**config.mk**
```make
export PLATFORM = sky130hd
export DESIGN_NAME = input_current_energy_config
export DESIGN_NICKNAME = d
export VERILOG_FILES = /design/src/ein_cfg_pkg.sv /design/src/input_current_energy_config.sv
export SDC_FILE = /design/constraint.sdc
export NUM_CORES = 2
export LEC_CHECK = 0
export BUFFER_PORTS_ARGS = -buffer_cell sky130_fd_sc_hd__buf_2
export CAP_MARGIN = 30
export CORE_UTILIZATION = 44
export CTS_CLUSTER_DIAMETER = 40
export DETAILED_ROUTE_END_ITERATION = 10
export GPL_TIMING_DRIVEN = 0
export HOLD_SLACK_MARGIN = 0.05
export RECOVER_POWER = 100
export SETUP_SLACK_MARGIN = 0.05
export SLEW_MARGIN = 20
export SYNTH_ARGS = -nofsm -noshare
export SYNTH_HDL_FRONTEND = slang
export SYNTH_SLANG_ARGS = --single-unit
```
**constraint.sdc**
```tcl
create_clock -name i_mclk -period 18.19 [get_ports i_mclk]
set_clock_uncertainty 0.05 [all_clocks]
set_input_delay 0.9095 -clock i_mclk [delete_from_list [all_inputs] [get_ports i_mclk]]
set_output_delay 0.9095 -clock i_mclk [all_outputs]
set_load 0.02 [all_outputs]
```
**src/ein_cfg_pkg.sv**
```systemverilog
// Package with command codes, field layouts and limits for the input energy block.
package ein_cfg_pkg;

    // Command codes seen on the command port.
    localparam logic [7:0] CMD_EIN_READ      = 8'hC0;
    localparam logic [7:0] CMD_EIN_CONFIG    = 8'hC1;
    localparam logic [7:0] CMD_GAIN_TC       = 8'hC3;
    localparam logic [7:0] CMD_GAIN          = 8'hE8;
    localparam logic [7:0] CMD_CLEAR_ENERGY  = 8'hCC;

    // Energy configuration byte layout.
    localparam int         CFG_HD_BIT        = 2;
    localparam int         CFG_RANGE_LSB     = 0;
    localparam int         CFG_USED_W        = 3;
    localparam logic [2:0] CFG_RESET         = 3'h0;

    // Register reset values.
    localparam logic [15:0] GAIN_TC_RESET    = 16'h0000;
    localparam logic [15:0] GAIN_RESET       = 16'hBA00;

    // Gain held internally in units of 2^-10 milliohm.
    localparam int          GAIN_FRAC        = 10;
    localparam logic [19:0] GAIN_MIN_Q       = 20'h0000B;
    localparam logic [19:0] GAIN_MAX_Q       = 20'hFA000;

    // Correction factor held in units of 2^-16.
    localparam logic [18:0] TCORR_ONE        = 19'h10000;
    localparam logic [18:0] TCORR_MIN        = 19'h04000;
    localparam logic [18:0] TCORR_MAX        = 19'h40000;

    // Die temperature in 1/16 degree units; 25.0 degrees reference.
    localparam logic signed [16:0] TEMP_REF_Q = 17'sh00190;
    // 1E-6 * 2^16 / 16 is approximated by 4295 / 2^20.
    localparam logic signed [14:0] TC_SCALE   = 15'sh10C7;
    localparam int                 TC_SHIFT   = 20;

    // Current = sense microvolts * 2^26 / (gain_q * tcorr), in milliamps.
    localparam int NUM_SHIFT = 26;
    localparam int NUM_W     = 42;

    typedef enum logic [1:0] {
        RANGE_HIGH,
        RANGE_MEDIUM,
        RANGE_LOW,
        RANGE_RESERVED
    } iin_range_t;

    typedef struct packed {
        logic        valid;
        logic        wr;
        logic [7:0]  code;
        logic [15:0] data;
    } cmd_req_t;

    typedef struct packed {
        logic [47:0] time_ms;
        logic [47:0] energy_mj;
    } energy_snap_t;

endpackage

```
**src/input_current_energy_config.sv**
```systemverilog
// Input current calculation, energy accumulation and their configuration.
`timescale 1ns/10ps

module input_current_energy_config
    import ein_cfg_pkg::*;
#(
    parameter int NUM_CHAN = 8,
    parameter int CHAN_W   = 3,
    parameter int VIN_CHAN = 6,
    parameter int IIN_CHAN = 7
) (
    input  wire logic               i_mclk,
    input  wire logic               i_rst_n,
    input  wire logic               i_ce,
    input  wire cmd_req_t           i_cmd,
    input  wire logic               i_wp_level2,
    output      logic [15:0]        o_cmd_rdata,
    output      logic               o_cmd_nack,
    input  wire logic               i_adc_next,
    output      logic [CHAN_W-1:0]  o_adc_chan,
    output      iin_range_t         o_iin_range,
    input  wire logic               i_iin_sample,
    input  wire logic signed [15:0] i_iin_sense_uv,
    input  wire logic signed [15:0] i_die_temp,
    output      logic signed [31:0] o_iin_ma,
    output      logic               o_iin_valid,
    input  wire logic               i_acc_update,
    input  wire logic [23:0]        i_energy_delta,
    input  wire logic               i_energy_dec,
    input  wire logic [15:0]        i_time_delta,
    input  wire logic               i_block_read,
    output      energy_snap_t       o_ein_snap
);

    ////////////////////////////////////////////////////////////////////////
    // Helper functions.

    function automatic logic [19:0] gain_q(input logic [15:0] raw);
        logic [39:0] v;
        int          sh;
        v  = {29'h0, raw[10:0]};
        sh = int'($signed(raw[15:11])) + GAIN_FRAC;
        if (raw[10] || raw[10:0] == 11'h000) begin
            return GAIN_MIN_Q;
        end
        if (sh >= 0) begin
            v = v << sh;
        end else begin
            v = v >> (-sh);
        end
        if (v < 40'(GAIN_MIN_Q)) begin
            return GAIN_MIN_Q;
        end
        if (v > 40'(GAIN_MAX_Q)) begin
            return GAIN_MAX_Q;
        end
        return v[19:0];
    endfunction

    function automatic logic is_cmd(input cmd_req_t c, input logic [7:0] k);
        return c.valid && c.code == k;
    endfunction

    ////////////////////////////////////////////////////////////////////////
    // Registers and command port.

    logic [CFG_USED_W-1:0] cfg_r;
    logic [15:0]           gain_tc_r;
    logic [15:0]           gain_raw_r;
    logic                  clr_pend_r;
    logic                  wr_cfg;
    logic                  wr_clr;

    // Write protection only guards the stored settings, never the clear.
    assign wr_cfg = is_cmd(i_cmd, CMD_EIN_CONFIG) && i_cmd.wr && !i_wp_level2;
    assign wr_clr = is_cmd(i_cmd, CMD_CLEAR_ENERGY);

    always_ff @(posedge i_mclk or negedge i_rst_n) begin
        if (!i_rst_n) begin
            cfg_r      <= CFG_RESET;
            gain_tc_r  <= GAIN_TC_RESET;
            gain_raw_r <= GAIN_RESET;
        end else if (i_ce && i_cmd.valid && i_cmd.wr && !i_wp_level2) begin
            if (i_cmd.code == CMD_EIN_CONFIG) begin
                cfg_r <= i_cmd.data[CFG_USED_W-1:0];
            end
            if (i_cmd.code == CMD_GAIN_TC) begin
                gain_tc_r <= i_cmd.data;
            end
            if (i_cmd.code == CMD_GAIN) begin
                gain_raw_r <= i_cmd.data;
            end
        end
    end

    always_ff @(posedge i_mclk or negedge i_rst_n) begin
        if (!i_rst_n) begin
            o_cmd_rdata <= 16'h0000;
            o_cmd_nack  <= 1'b0;
        end else if (i_ce) begin
            o_cmd_nack <= 1'b0;
            if (i_cmd.valid && !i_cmd.wr) begin
                unique case (i_cmd.code)
                    CMD_EIN_CONFIG: o_cmd_rdata <= 16'(cfg_r);
                    CMD_GAIN_TC:    o_cmd_rdata <= gain_tc_r;
                    CMD_GAIN:       o_cmd_rdata <= gain_raw_r;
                    default:        o_cmd_nack  <= 1'b1;
                endcase
            end else if (i_cmd.valid && i_cmd.code != CMD_EIN_CONFIG
                         && i_cmd.code != CMD_GAIN_TC
                         && i_cmd.code != CMD_GAIN
                         && i_cmd.code != CMD_CLEAR_ENERGY) begin
                o_cmd_nack <= 1'b1;
            end
        end
    end

    assign o_iin_range = iin_range_t'(cfg_r[CFG_RANGE_LSB +: 2]);

    ////////////////////////////////////////////////////////////////////////
    // ADC polling order.

    logic [CHAN_W-1:0] seq_idx_r;
    logic              hd_slot_r;
    logic              hd_iin_r;

    // In HD mode every other slot is an input slot, alternating vin and iin.
    always_ff @(posedge i_mclk or negedge i_rst_n) begin
        if (!i_rst_n) begin
            seq_idx_r  <= '0;
            hd_slot_r  <= 1'b0;
            hd_iin_r   <= 1'b0;
            o_adc_chan <= '0;
        end else if (i_ce && i_adc_next) begin
            if (cfg_r[CFG_HD_BIT] && !hd_slot_r) begin
                o_adc_chan <= hd_iin_r ? CHAN_W'(IIN_CHAN)
                                       : CHAN_W'(VIN_CHAN);
                hd_iin_r   <= !hd_iin_r;
                hd_slot_r  <= 1'b1;
            end else begin
                o_adc_chan <= seq_idx_r;
                hd_slot_r  <= 1'b0;
                seq_idx_r  <= (seq_idx_r == CHAN_W'(NUM_CHAN - 1))
                              ? '0 : seq_idx_r + 1'b1;
            end
        end
    end

    ////////////////////////////////////////////////////////////////////////
    // Correction factor and current division.

    logic        [19:0]  gain_use;
    logic signed [16:0]  temp_off;
    logic signed [32:0]  tc_prod;
    logic signed [47:0]  tc_delta;
    logic signed [47:0]  tcorr_raw;
    logic        [18:0]  tcorr;

    assign gain_use = gain_q(gain_raw_r);

    always_comb begin
        temp_off  = 17'(i_die_temp) - TEMP_REF_Q;
        tc_prod   = 33'($signed(gain_tc_r)) * 33'(temp_off);
        tc_delta  = (48'(tc_prod) * 48'(TC_SCALE)) >>> TC_SHIFT;
        tcorr_raw = 48'(TCORR_ONE) + tc_delta;
        // Signed limits keep a negative sum from passing as a huge one.
        if (tcorr_raw < $signed(48'(TCORR_MIN))) begin
            tcorr = TCORR_MIN;
        end else if (tcorr_raw > $signed(48'(TCORR_MAX))) begin
            tcorr = TCORR_MAX;
        end else begin
            tcorr = tcorr_raw[18:0];
        end
    end

    logic [NUM_W-1:0] num_r;
    logic [NUM_W-1:0] quo_r;
    logic [39:0]      rem_r;
    logic [38:0]      den_r;
    logic             neg_r;
    logic [5:0]       bit_cnt_r;
    logic             busy_r;
    logic [40:0]      rem_sh;

    // Shift-subtract keeps the divider small; a result takes NUM_W cycles.
    assign rem_sh = {rem_r, num_r[NUM_W-1]};

    always_ff @(posedge i_mclk or negedge i_rst_n) begin
        if (!i_rst_n) begin
            num_r       <= '0;
            quo_r       <= '0;
            rem_r       <= '0;
            den_r       <= '0;
            neg_r       <= 1'b0;
            bit_cnt_r   <= '0;
            busy_r      <= 1'b0;
            o_iin_ma    <= '0;
            o_iin_valid <= 1'b0;
        end else if (i_ce) begin
            o_iin_valid <= 1'b0;
            if (!busy_r && i_iin_sample) begin
                neg_r     <= i_iin_sense_uv[15];
                num_r     <= NUM_W'(i_iin_sense_uv[15] ? -i_iin_sense_uv
                                                       : i_iin_sense_uv)
                             << NUM_SHIFT;
                den_r     <= 39'(gain_use) * 39'(tcorr);
                rem_r     <= '0;
                quo_r     <= '0;
                bit_cnt_r <= 6'(NUM_W);
                busy_r    <= 1'b1;
            end else if (busy_r) begin
                num_r <= num_r << 1;
                if (rem_sh >= 41'(den_r)) begin
                    rem_r <= 40'(rem_sh - 41'(den_r));
                    quo_r <= {quo_r[NUM_W-2:0], 1'b1};
                end else begin
                    rem_r <= rem_sh[39:0];
                    quo_r <= {quo_r[NUM_W-2:0], 1'b0};
                end
                bit_cnt_r <= bit_cnt_r - 1'b1;
                if (bit_cnt_r == 6'h01) begin
                    busy_r <= 1'b0;
                end
            end else if (bit_cnt_r == 6'h00 && quo_r != '0) begin
                o_iin_ma    <= neg_r ? -$signed(32'(quo_r))
                                     : $signed(32'(quo_r));
                o_iin_valid <= 1'b1;
                quo_r       <= '0;
            end
        end
    end

    ////////////////////////////////////////////////////////////////////////
    // Energy and time accumulators.

    logic [47:0] energy_r;
    logic [47:0] time_r;

    // A clear that arrives with an update stays pending: that update still adds, and the next one zeroes.
    always_ff @(posedge i_mclk or negedge i_rst_n) begin
        if (!i_rst_n) begin
            clr_pend_r <= 1'b0;
        end else if (i_ce) begin
            if (wr_cfg || wr_clr) begin
                clr_pend_r <= 1'b1;
            end else if (i_acc_update) begin
                clr_pend_r <= 1'b0;
            end
        end
    end

    always_ff @(posedge i_mclk or negedge i_rst_n) begin
        if (!i_rst_n) begin
            energy_r <= '0;
            time_r   <= '0;
        end else if (i_ce && i_acc_update) begin
            if (clr_pend_r) begin
                energy_r <= '0;
                time_r   <= '0;
            end else begin
                time_r <= time_r + 48'(i_time_delta);
                if (!i_energy_dec) begin
                    energy_r <= energy_r + 48'(i_energy_delta);
                end else if (energy_r < 48'(i_energy_delta)) begin
                    energy_r <= '0;
                end else begin
                    energy_r <= energy_r - 48'(i_energy_delta);
                end
            end
        end
    end

    always_ff @(posedge i_mclk or negedge i_rst_n) begin
        if (!i_rst_n) begin
            o_ein_snap <= '0;
        end else if (i_ce && !i_block_read) begin
            o_ein_snap.energy_mj <= energy_r;
            o_ein_snap.time_ms   <= time_r;
        end
    end

    ////////////////////////////////////////////////////////////////////////
    // Checks.

    cfg_rsvd_zero_a: assert property (@(posedge i_mclk) disable iff (!i_rst_n)
        i_ce && i_cmd.valid && !i_cmd.wr && i_cmd.code == CMD_EIN_CONFIG
        |=> o_cmd_rdata[15:CFG_USED_W] == '0)
        else $error("Reserved config bits read nonzero.");

    gain_clamp_a: assert property (@(posedge i_mclk) disable iff (!i_rst_n)
        gain_use >= GAIN_MIN_Q && gain_use <= GAIN_MAX_Q)
        else $error("Internal gain outside its limits.");

    gain_readback_a: assert property (@(posedge i_mclk) disable iff (!i_rst_n)
        i_ce && i_cmd.valid && i_cmd.wr && i_cmd.code == CMD_GAIN
        && !i_wp_level2 ##1 !i_cmd.valid ##1 i_ce && i_cmd.valid
        && !i_cmd.wr && i_cmd.code == CMD_GAIN
        |=> o_cmd_rdata == $past(i_cmd.data, 3))
        else $error("Gain readback differs from last write.");

    tcorr_sat_a: assert property (@(posedge i_mclk) disable iff (!i_rst_n)
        tcorr >= TCORR_MIN && tcorr <= TCORR_MAX)
        else $error("Correction factor outside saturation range.");

    clear_wp_a: assert property (@(posedge i_mclk) disable iff (!i_rst_n)
        i_ce && i_cmd.valid && i_cmd.code == CMD_CLEAR_ENERGY
        |=> clr_pend_r)
        else $error("Clear command was not taken.");

    clear_apply_a: assert property (@(posedge i_mclk) disable iff (!i_rst_n)
        i_ce && i_acc_update && clr_pend_r |=> energy_r == '0
        && time_r == '0)
        else $error("Clear command did not zero accumulators.");

    energy_floor_a: assert property (@(posedge i_mclk) disable iff (!i_rst_n)
        i_ce && i_acc_update && !clr_pend_r && i_energy_dec
        && energy_r < 48'(i_energy_delta) |=> energy_r == '0)
        else $error("Energy decrement went below zero.");

    snap_frozen_a: assert property (@(posedge i_mclk) disable iff (!i_rst_n)
        i_block_read ##1 i_block_read |-> $stable(o_ein_snap))
        else $error("Snapshot changed during block read.");

    hd_interleave_a: assert property (@(posedge i_mclk) disable iff (!i_rst_n)
        i_ce && i_adc_next && cfg_r[CFG_HD_BIT] && !hd_slot_r
        |=> o_adc_chan == CHAN_W'(VIN_CHAN)
        || o_adc_chan == CHAN_W'(IIN_CHAN))
        else $error("HD slot did not select an input channel.");

    range_out_a: assert property (@(posedge i_mclk) disable iff (!i_rst_n)
        i_ce && wr_cfg |=> o_iin_range == iin_range_t'($past(i_cmd.data[1:0])))
        else $error("Range output does not follow configuration.");

endmodule

```
==> results by stage <==
Run status:
- The run finished, with violations left.
- The final reports fail on capacitance limit, slew limit, setup timing.

Worst setup path:
- Data on the critical path arrives at its endpoint at 19.86 ns.
- The worst setup path is launched from a primary input.
- The largest fanout on the critical path is 10.
- The cell that appears most often on the critical path is sky130_fd_sc_hd__fa_1.
- The path type of the worst setup path is in -> reg.
- The worst reg-to-reg setup slack is -1.10 ns.
- The buffering stage count on the worst path with inverters included is 19.
- The maximum single-stage delay on the critical path is 0.60 ns.
- On the critical path the largest part of the delay comes from adder cells.
- The required time at the endpoint of the critical path is approximately 19 ns.
- The slowest cell on the critical path is sky130_fd_sc_hd__fa_1.
- The worst setup path is captured at a flop.

GRT:
- The global-route congestion overflow total is 0.
- Entering global routing, the biggest net connects 97 pins.
- The first global-routing pass estimated 275 mm of wire.
- The number of global-route vias before repair was roughly 49000.
- In the global route stage, overall resource usage came out at 0.266.
- The number of antenna violations at the first check in global routing is 13.

STA:
- Setup violations remaining at the end of the flow were counted as 25.
- The max-slew violation count is 451.
- The setup slack of the critical path after layout is -1.23 ns.
- The timing-limited maximum frequency is 0.0515 GHz.
- In the finished design, the share of the clock period the worst path needs comes to 1.07.
- The pin slew with the least headroom to its limit is between 5 and 6 ns.
- Hold timing on the final database bottoms out at a slack of 0.427 ns.
- The number of hold violations in the final report was 0.
- The headroom to the max-slew limit is -2.35.
- Setup repair after global routing could not meet its margin everywhere.
- The routed design could run at a clock period as short as 19.42 ns.

Finish:
- The final layout contains 8242 nets.
- The most frequent standard cell in the layout excluding fill and tap cells is sky130_fd_sc_hd__inv_1.
- The final core utilization is 0.522.
- The area growth from synthesis to layout is 17.5%.
- The final-layout fill cell count is 11900.
- The top cell types in the final layout, fill and taps aside, are sky130_fd_sc_hd__inv_1, sky130_fd_sc_hd__fa_1, sky130_fd_sc_hd__nand2_1.
- Of the cells placed in the final design, the portion with a size suffix greater than 1 is 0.151.

Floorplanning:
- During I/O placement, the number of pins put on the boundary was around 260.
- For this configuration, the core starts out at a cell density of 0.444.
- The die is 361 microns wide.
- The overall die area is 130000 sq um.
- From bottom edge to top edge, the die measures 361 microns.
- The total core area is 128000 sq um.
- The number of standard-cell rows in the floorplan is 131.

Yosys:
- Among all flip-flop cells after synthesis, the most frequent one is sky130_fd_sc_hd__dfrtp_1.
- A synthesized cell averages between 8 and 9 sq um.
- The sequential cell area fraction in the yosys report is 0.190.
- Summing every instance area after synthesis gives 56700 sq um.
- After synthesis, the share of flip-flops with an asynchronous set or reset is 1.00.
- Synthesis produced a netlist whose cell count is about 6400.
- The number of warnings reported in the yosys synthesis log is 0.
- Counting flops with a built-in enable in the synthesized netlist gives 0.
- The count of different cell masters after synthesis is 97.
- The synthesized net count is 7704.
- The post-synthesis sequential element count is 431.

Route:
- The first detailed-routing pass took 7 iterations.
- Dividing the detail-routed via count by the number of cells gives 5.52.
- The via count is roughly 48000.
- The violation count after the first detailed-route iteration is 3504.
- The average detailed-routed wire length per instance is slightly below 20 microns.
- The count of unresolved DRC violations after routing is 0.
- The residual antenna-violating net count after detailed routing is 0.
- The routed design has around 170 mm of wire.

Clocking:
- The clock net in this run drives a total of between 400 and 500 sinks.
- The tree is rooted in a sky130_fd_sc_hd__clkbuf_16.
- The register clock-pin slew on the reported worst setup and hold paths is ~0.07 ns.
- The worst-skew pair later-pin latency is 0.64 ns.
- The level count of the clock H-tree is 2.
- The TritonCTS clock tree is built.
- For this design, the CTS-stage hold fixing added 0 buffers.
- Clock tree synthesis inserted a total of 51 buffers.
- The clock passes through at most 3 buffers.

Worst hold path:
- The min-delay analysis places its worst path in the category reg -> reg.

Job:
- Max-cap violations in this run came to 6.

Placed design:
- The wire-length estimate of the detail-placed layout is roughly 140 mm.
- Prior to clock tree synthesis, the placed netlist has a worst setup slack of -4.13 ns.
- The count of buffers inserted at the top-level ports is 255.
- The congestion estimate from routability-driven global placement came to a little over 1.

Power:
- For this design the static power due to leakage is approximately 32 nW.
- Across the VDD grid, the largest voltage drop is 0.0855 mV.
- The power per unit of standard cell area is ~95 nW/um^2.
-- worst paths after layout --
path,from,to,cells past startpoint
max,i_die_temp[4],den_r[38],78
min,o_iin_ma[18],o_iin_ma[18],2
min reg2reg,o_iin_ma[18],o_iin_ma[18],2
max in group asynchronous,i_rst_n,den_r[27],4
min in group asynchronous,i_rst_n,o_ein_snap[11],1
max reg2reg,gain_tc_r[8],den_r[38],71
-- per-stage QoR --
step | area, sq um | setup TNS [ns] | total power, mW | instances
final | 66600 | -19.62 | 6.31 | 8646
after global routing | 66600 | -33.16 | 6.77 | 8639
after CTS | 65800 | -13.95 | 6.21 | 8580
after detailed placement | 61100 | -104.07 | 4.81 | 8323
after global placement | 60900 | -100.96 | 4.75 | 8314
after floorplan | 57500 | -1.42 | 3.83 | 6397
-- registers in the layout, summed over array words and instances (netlist names), 3 cells and up --
register	count
o_ein_snap	96
energy_r	48
time_r	48
quo_r	42
rem_r	40
den_r	39
o_iin_ma	32
gain_raw_r	16
gain_tc_r	16
num_r	16
o_cmd_rdata	16
bit_cnt_r	6
cfg_r	3
o_adc_chan	3
seq_idx_r	3
-- logic make-up (layout without fill, tap and decap cells) --
kind of cell               Yosys count  in the layout  share of synthesized area
other                                1              8                  0.0000662
xor gates and xnor gates           251            251                     0.0388
muxes                              196            196                     0.0389
DFF                                431            431                      0.190
buffers and inverters             1375           1954                     0.0928
adders and majority gates         1200           1200                      0.359
and+or+nand+nor                   1899           1899                      0.162
AOI/OAI and AO/OA                 1044           1045                      0.118
-- cells in the mapped netlist (34+ instances only) --
| library cell | number | area [sq um] |
|---|---|---|
| sky130_fd_sc_hd__mux2_2 | 133 | 1500 |
| sky130_fd_sc_hd__ha_1 | 489 | 6120 |
| sky130_fd_sc_hd__nand2b_1 | 64 | 400 |
| sky130_fd_sc_hd__and3_1 | 76 | 475 |
| sky130_fd_sc_hd__nor2b_1 | 55 | 344 |
| sky130_fd_sc_hd__nor3_1 | 137 | 686 |
| sky130_fd_sc_hd__xnor2_1 | 158 | 1380 |
| sky130_fd_sc_hd__o21ai_0 | 297 | 1490 |
| sky130_fd_sc_hd__nand2_1 | 663 | 2490 |
| sky130_fd_sc_hd__dfrtp_1 | 426 | 10700 |
| sky130_fd_sc_hd__nor2_1 | 307 | 1150 |
| sky130_fd_sc_hd__or3_1 | 45 | 282 |
| sky130_fd_sc_hd__inv_1 | 1078 | 4050 |
| sky130_fd_sc_hd__xor2_1 | 93 | 815 |
| sky130_fd_sc_hd__mux2i_1 | 57 | 571 |
| sky130_fd_sc_hd__and2_1 | 146 | 913 |
| sky130_fd_sc_hd__o21bai_1 | 34 | 255 |
| sky130_fd_sc_hd__a31oi_1 | 34 | 213 |
| sky130_fd_sc_hd__nand3_1 | 220 | 1100 |
| sky130_fd_sc_hd__o21a_1 | 36 | 270 |
| sky130_fd_sc_hd__o22ai_1 | 37 | 231 |
| sky130_fd_sc_hd__fa_1 | 711 | 14200 |
| sky130_fd_sc_hd__nor4_1 | 46 | 288 |
| sky130_fd_sc_hd__a21o_1 | 85 | 638 |
| sky130_fd_sc_hd__a21oi_1 | 250 | 1250 |
| sky130_fd_sc_hd__o31ai_1 | 39 | 293 |
| sky130_fd_sc_hd__clkbuf_1 | 232 | 871 |
-- metal layers --
metal / global-route usage / wire, microns / up-vias
li1: - / - / 22100
met1: 0.360 / 73800 / 23700
met2: 0.444 / 80400 / 1610
met3: 0.0363 / 11700 / 285
met4: 0.0757 / 5040 / 12
met5: 0 / 83 / -
-- worst reg2reg max path: cells and delay by family (launching register included) --
kind,cells,cell delay [ns]
simple gates,15,3.39
compound gates,17,3.31
xor+xnor,2,0.28
buf+inv,17,2.08
flops,1,0.82
fa+ha+maj,20,9.24
-- cell type report --
cell class / count / area (sq um) / area share
Multi-Input combinational cell: 4592 / 43000 / 0.646
Sequential cell: 431 / 10800 / 0.162
Inverter: 1081 / 4080 / 0.0612
Timing Repair Buffer: 495 / 3170 / 0.0476
Tap cell: 1662 / 2080 / 0.0312
Buffer: 283 / 1600 / 0.0240
Clock buffer: 60 / 1390 / 0.0209
Clock inverter: 35 / 477 / 0.00715
Antenna cell: 7 / 17.5 / 0.000263
-- report_power, final --
group / leakage [nW] / internal, mW / switching (mW)
sequential: 5.68 / 1.21 / 0.219
clock: 0.899 / 0.626 / 0.471
combinational: 25.7 / 1.51 / 2.27
-- what timing repair did --
item                       in CTS  in global routing
setup endpoints to repair      35                 31
pin swaps                     175                171
gates cloned                    3                  0
setup buffers                 164                 69
resized for setup             336                162
Power figures use the tool's default switching activity.
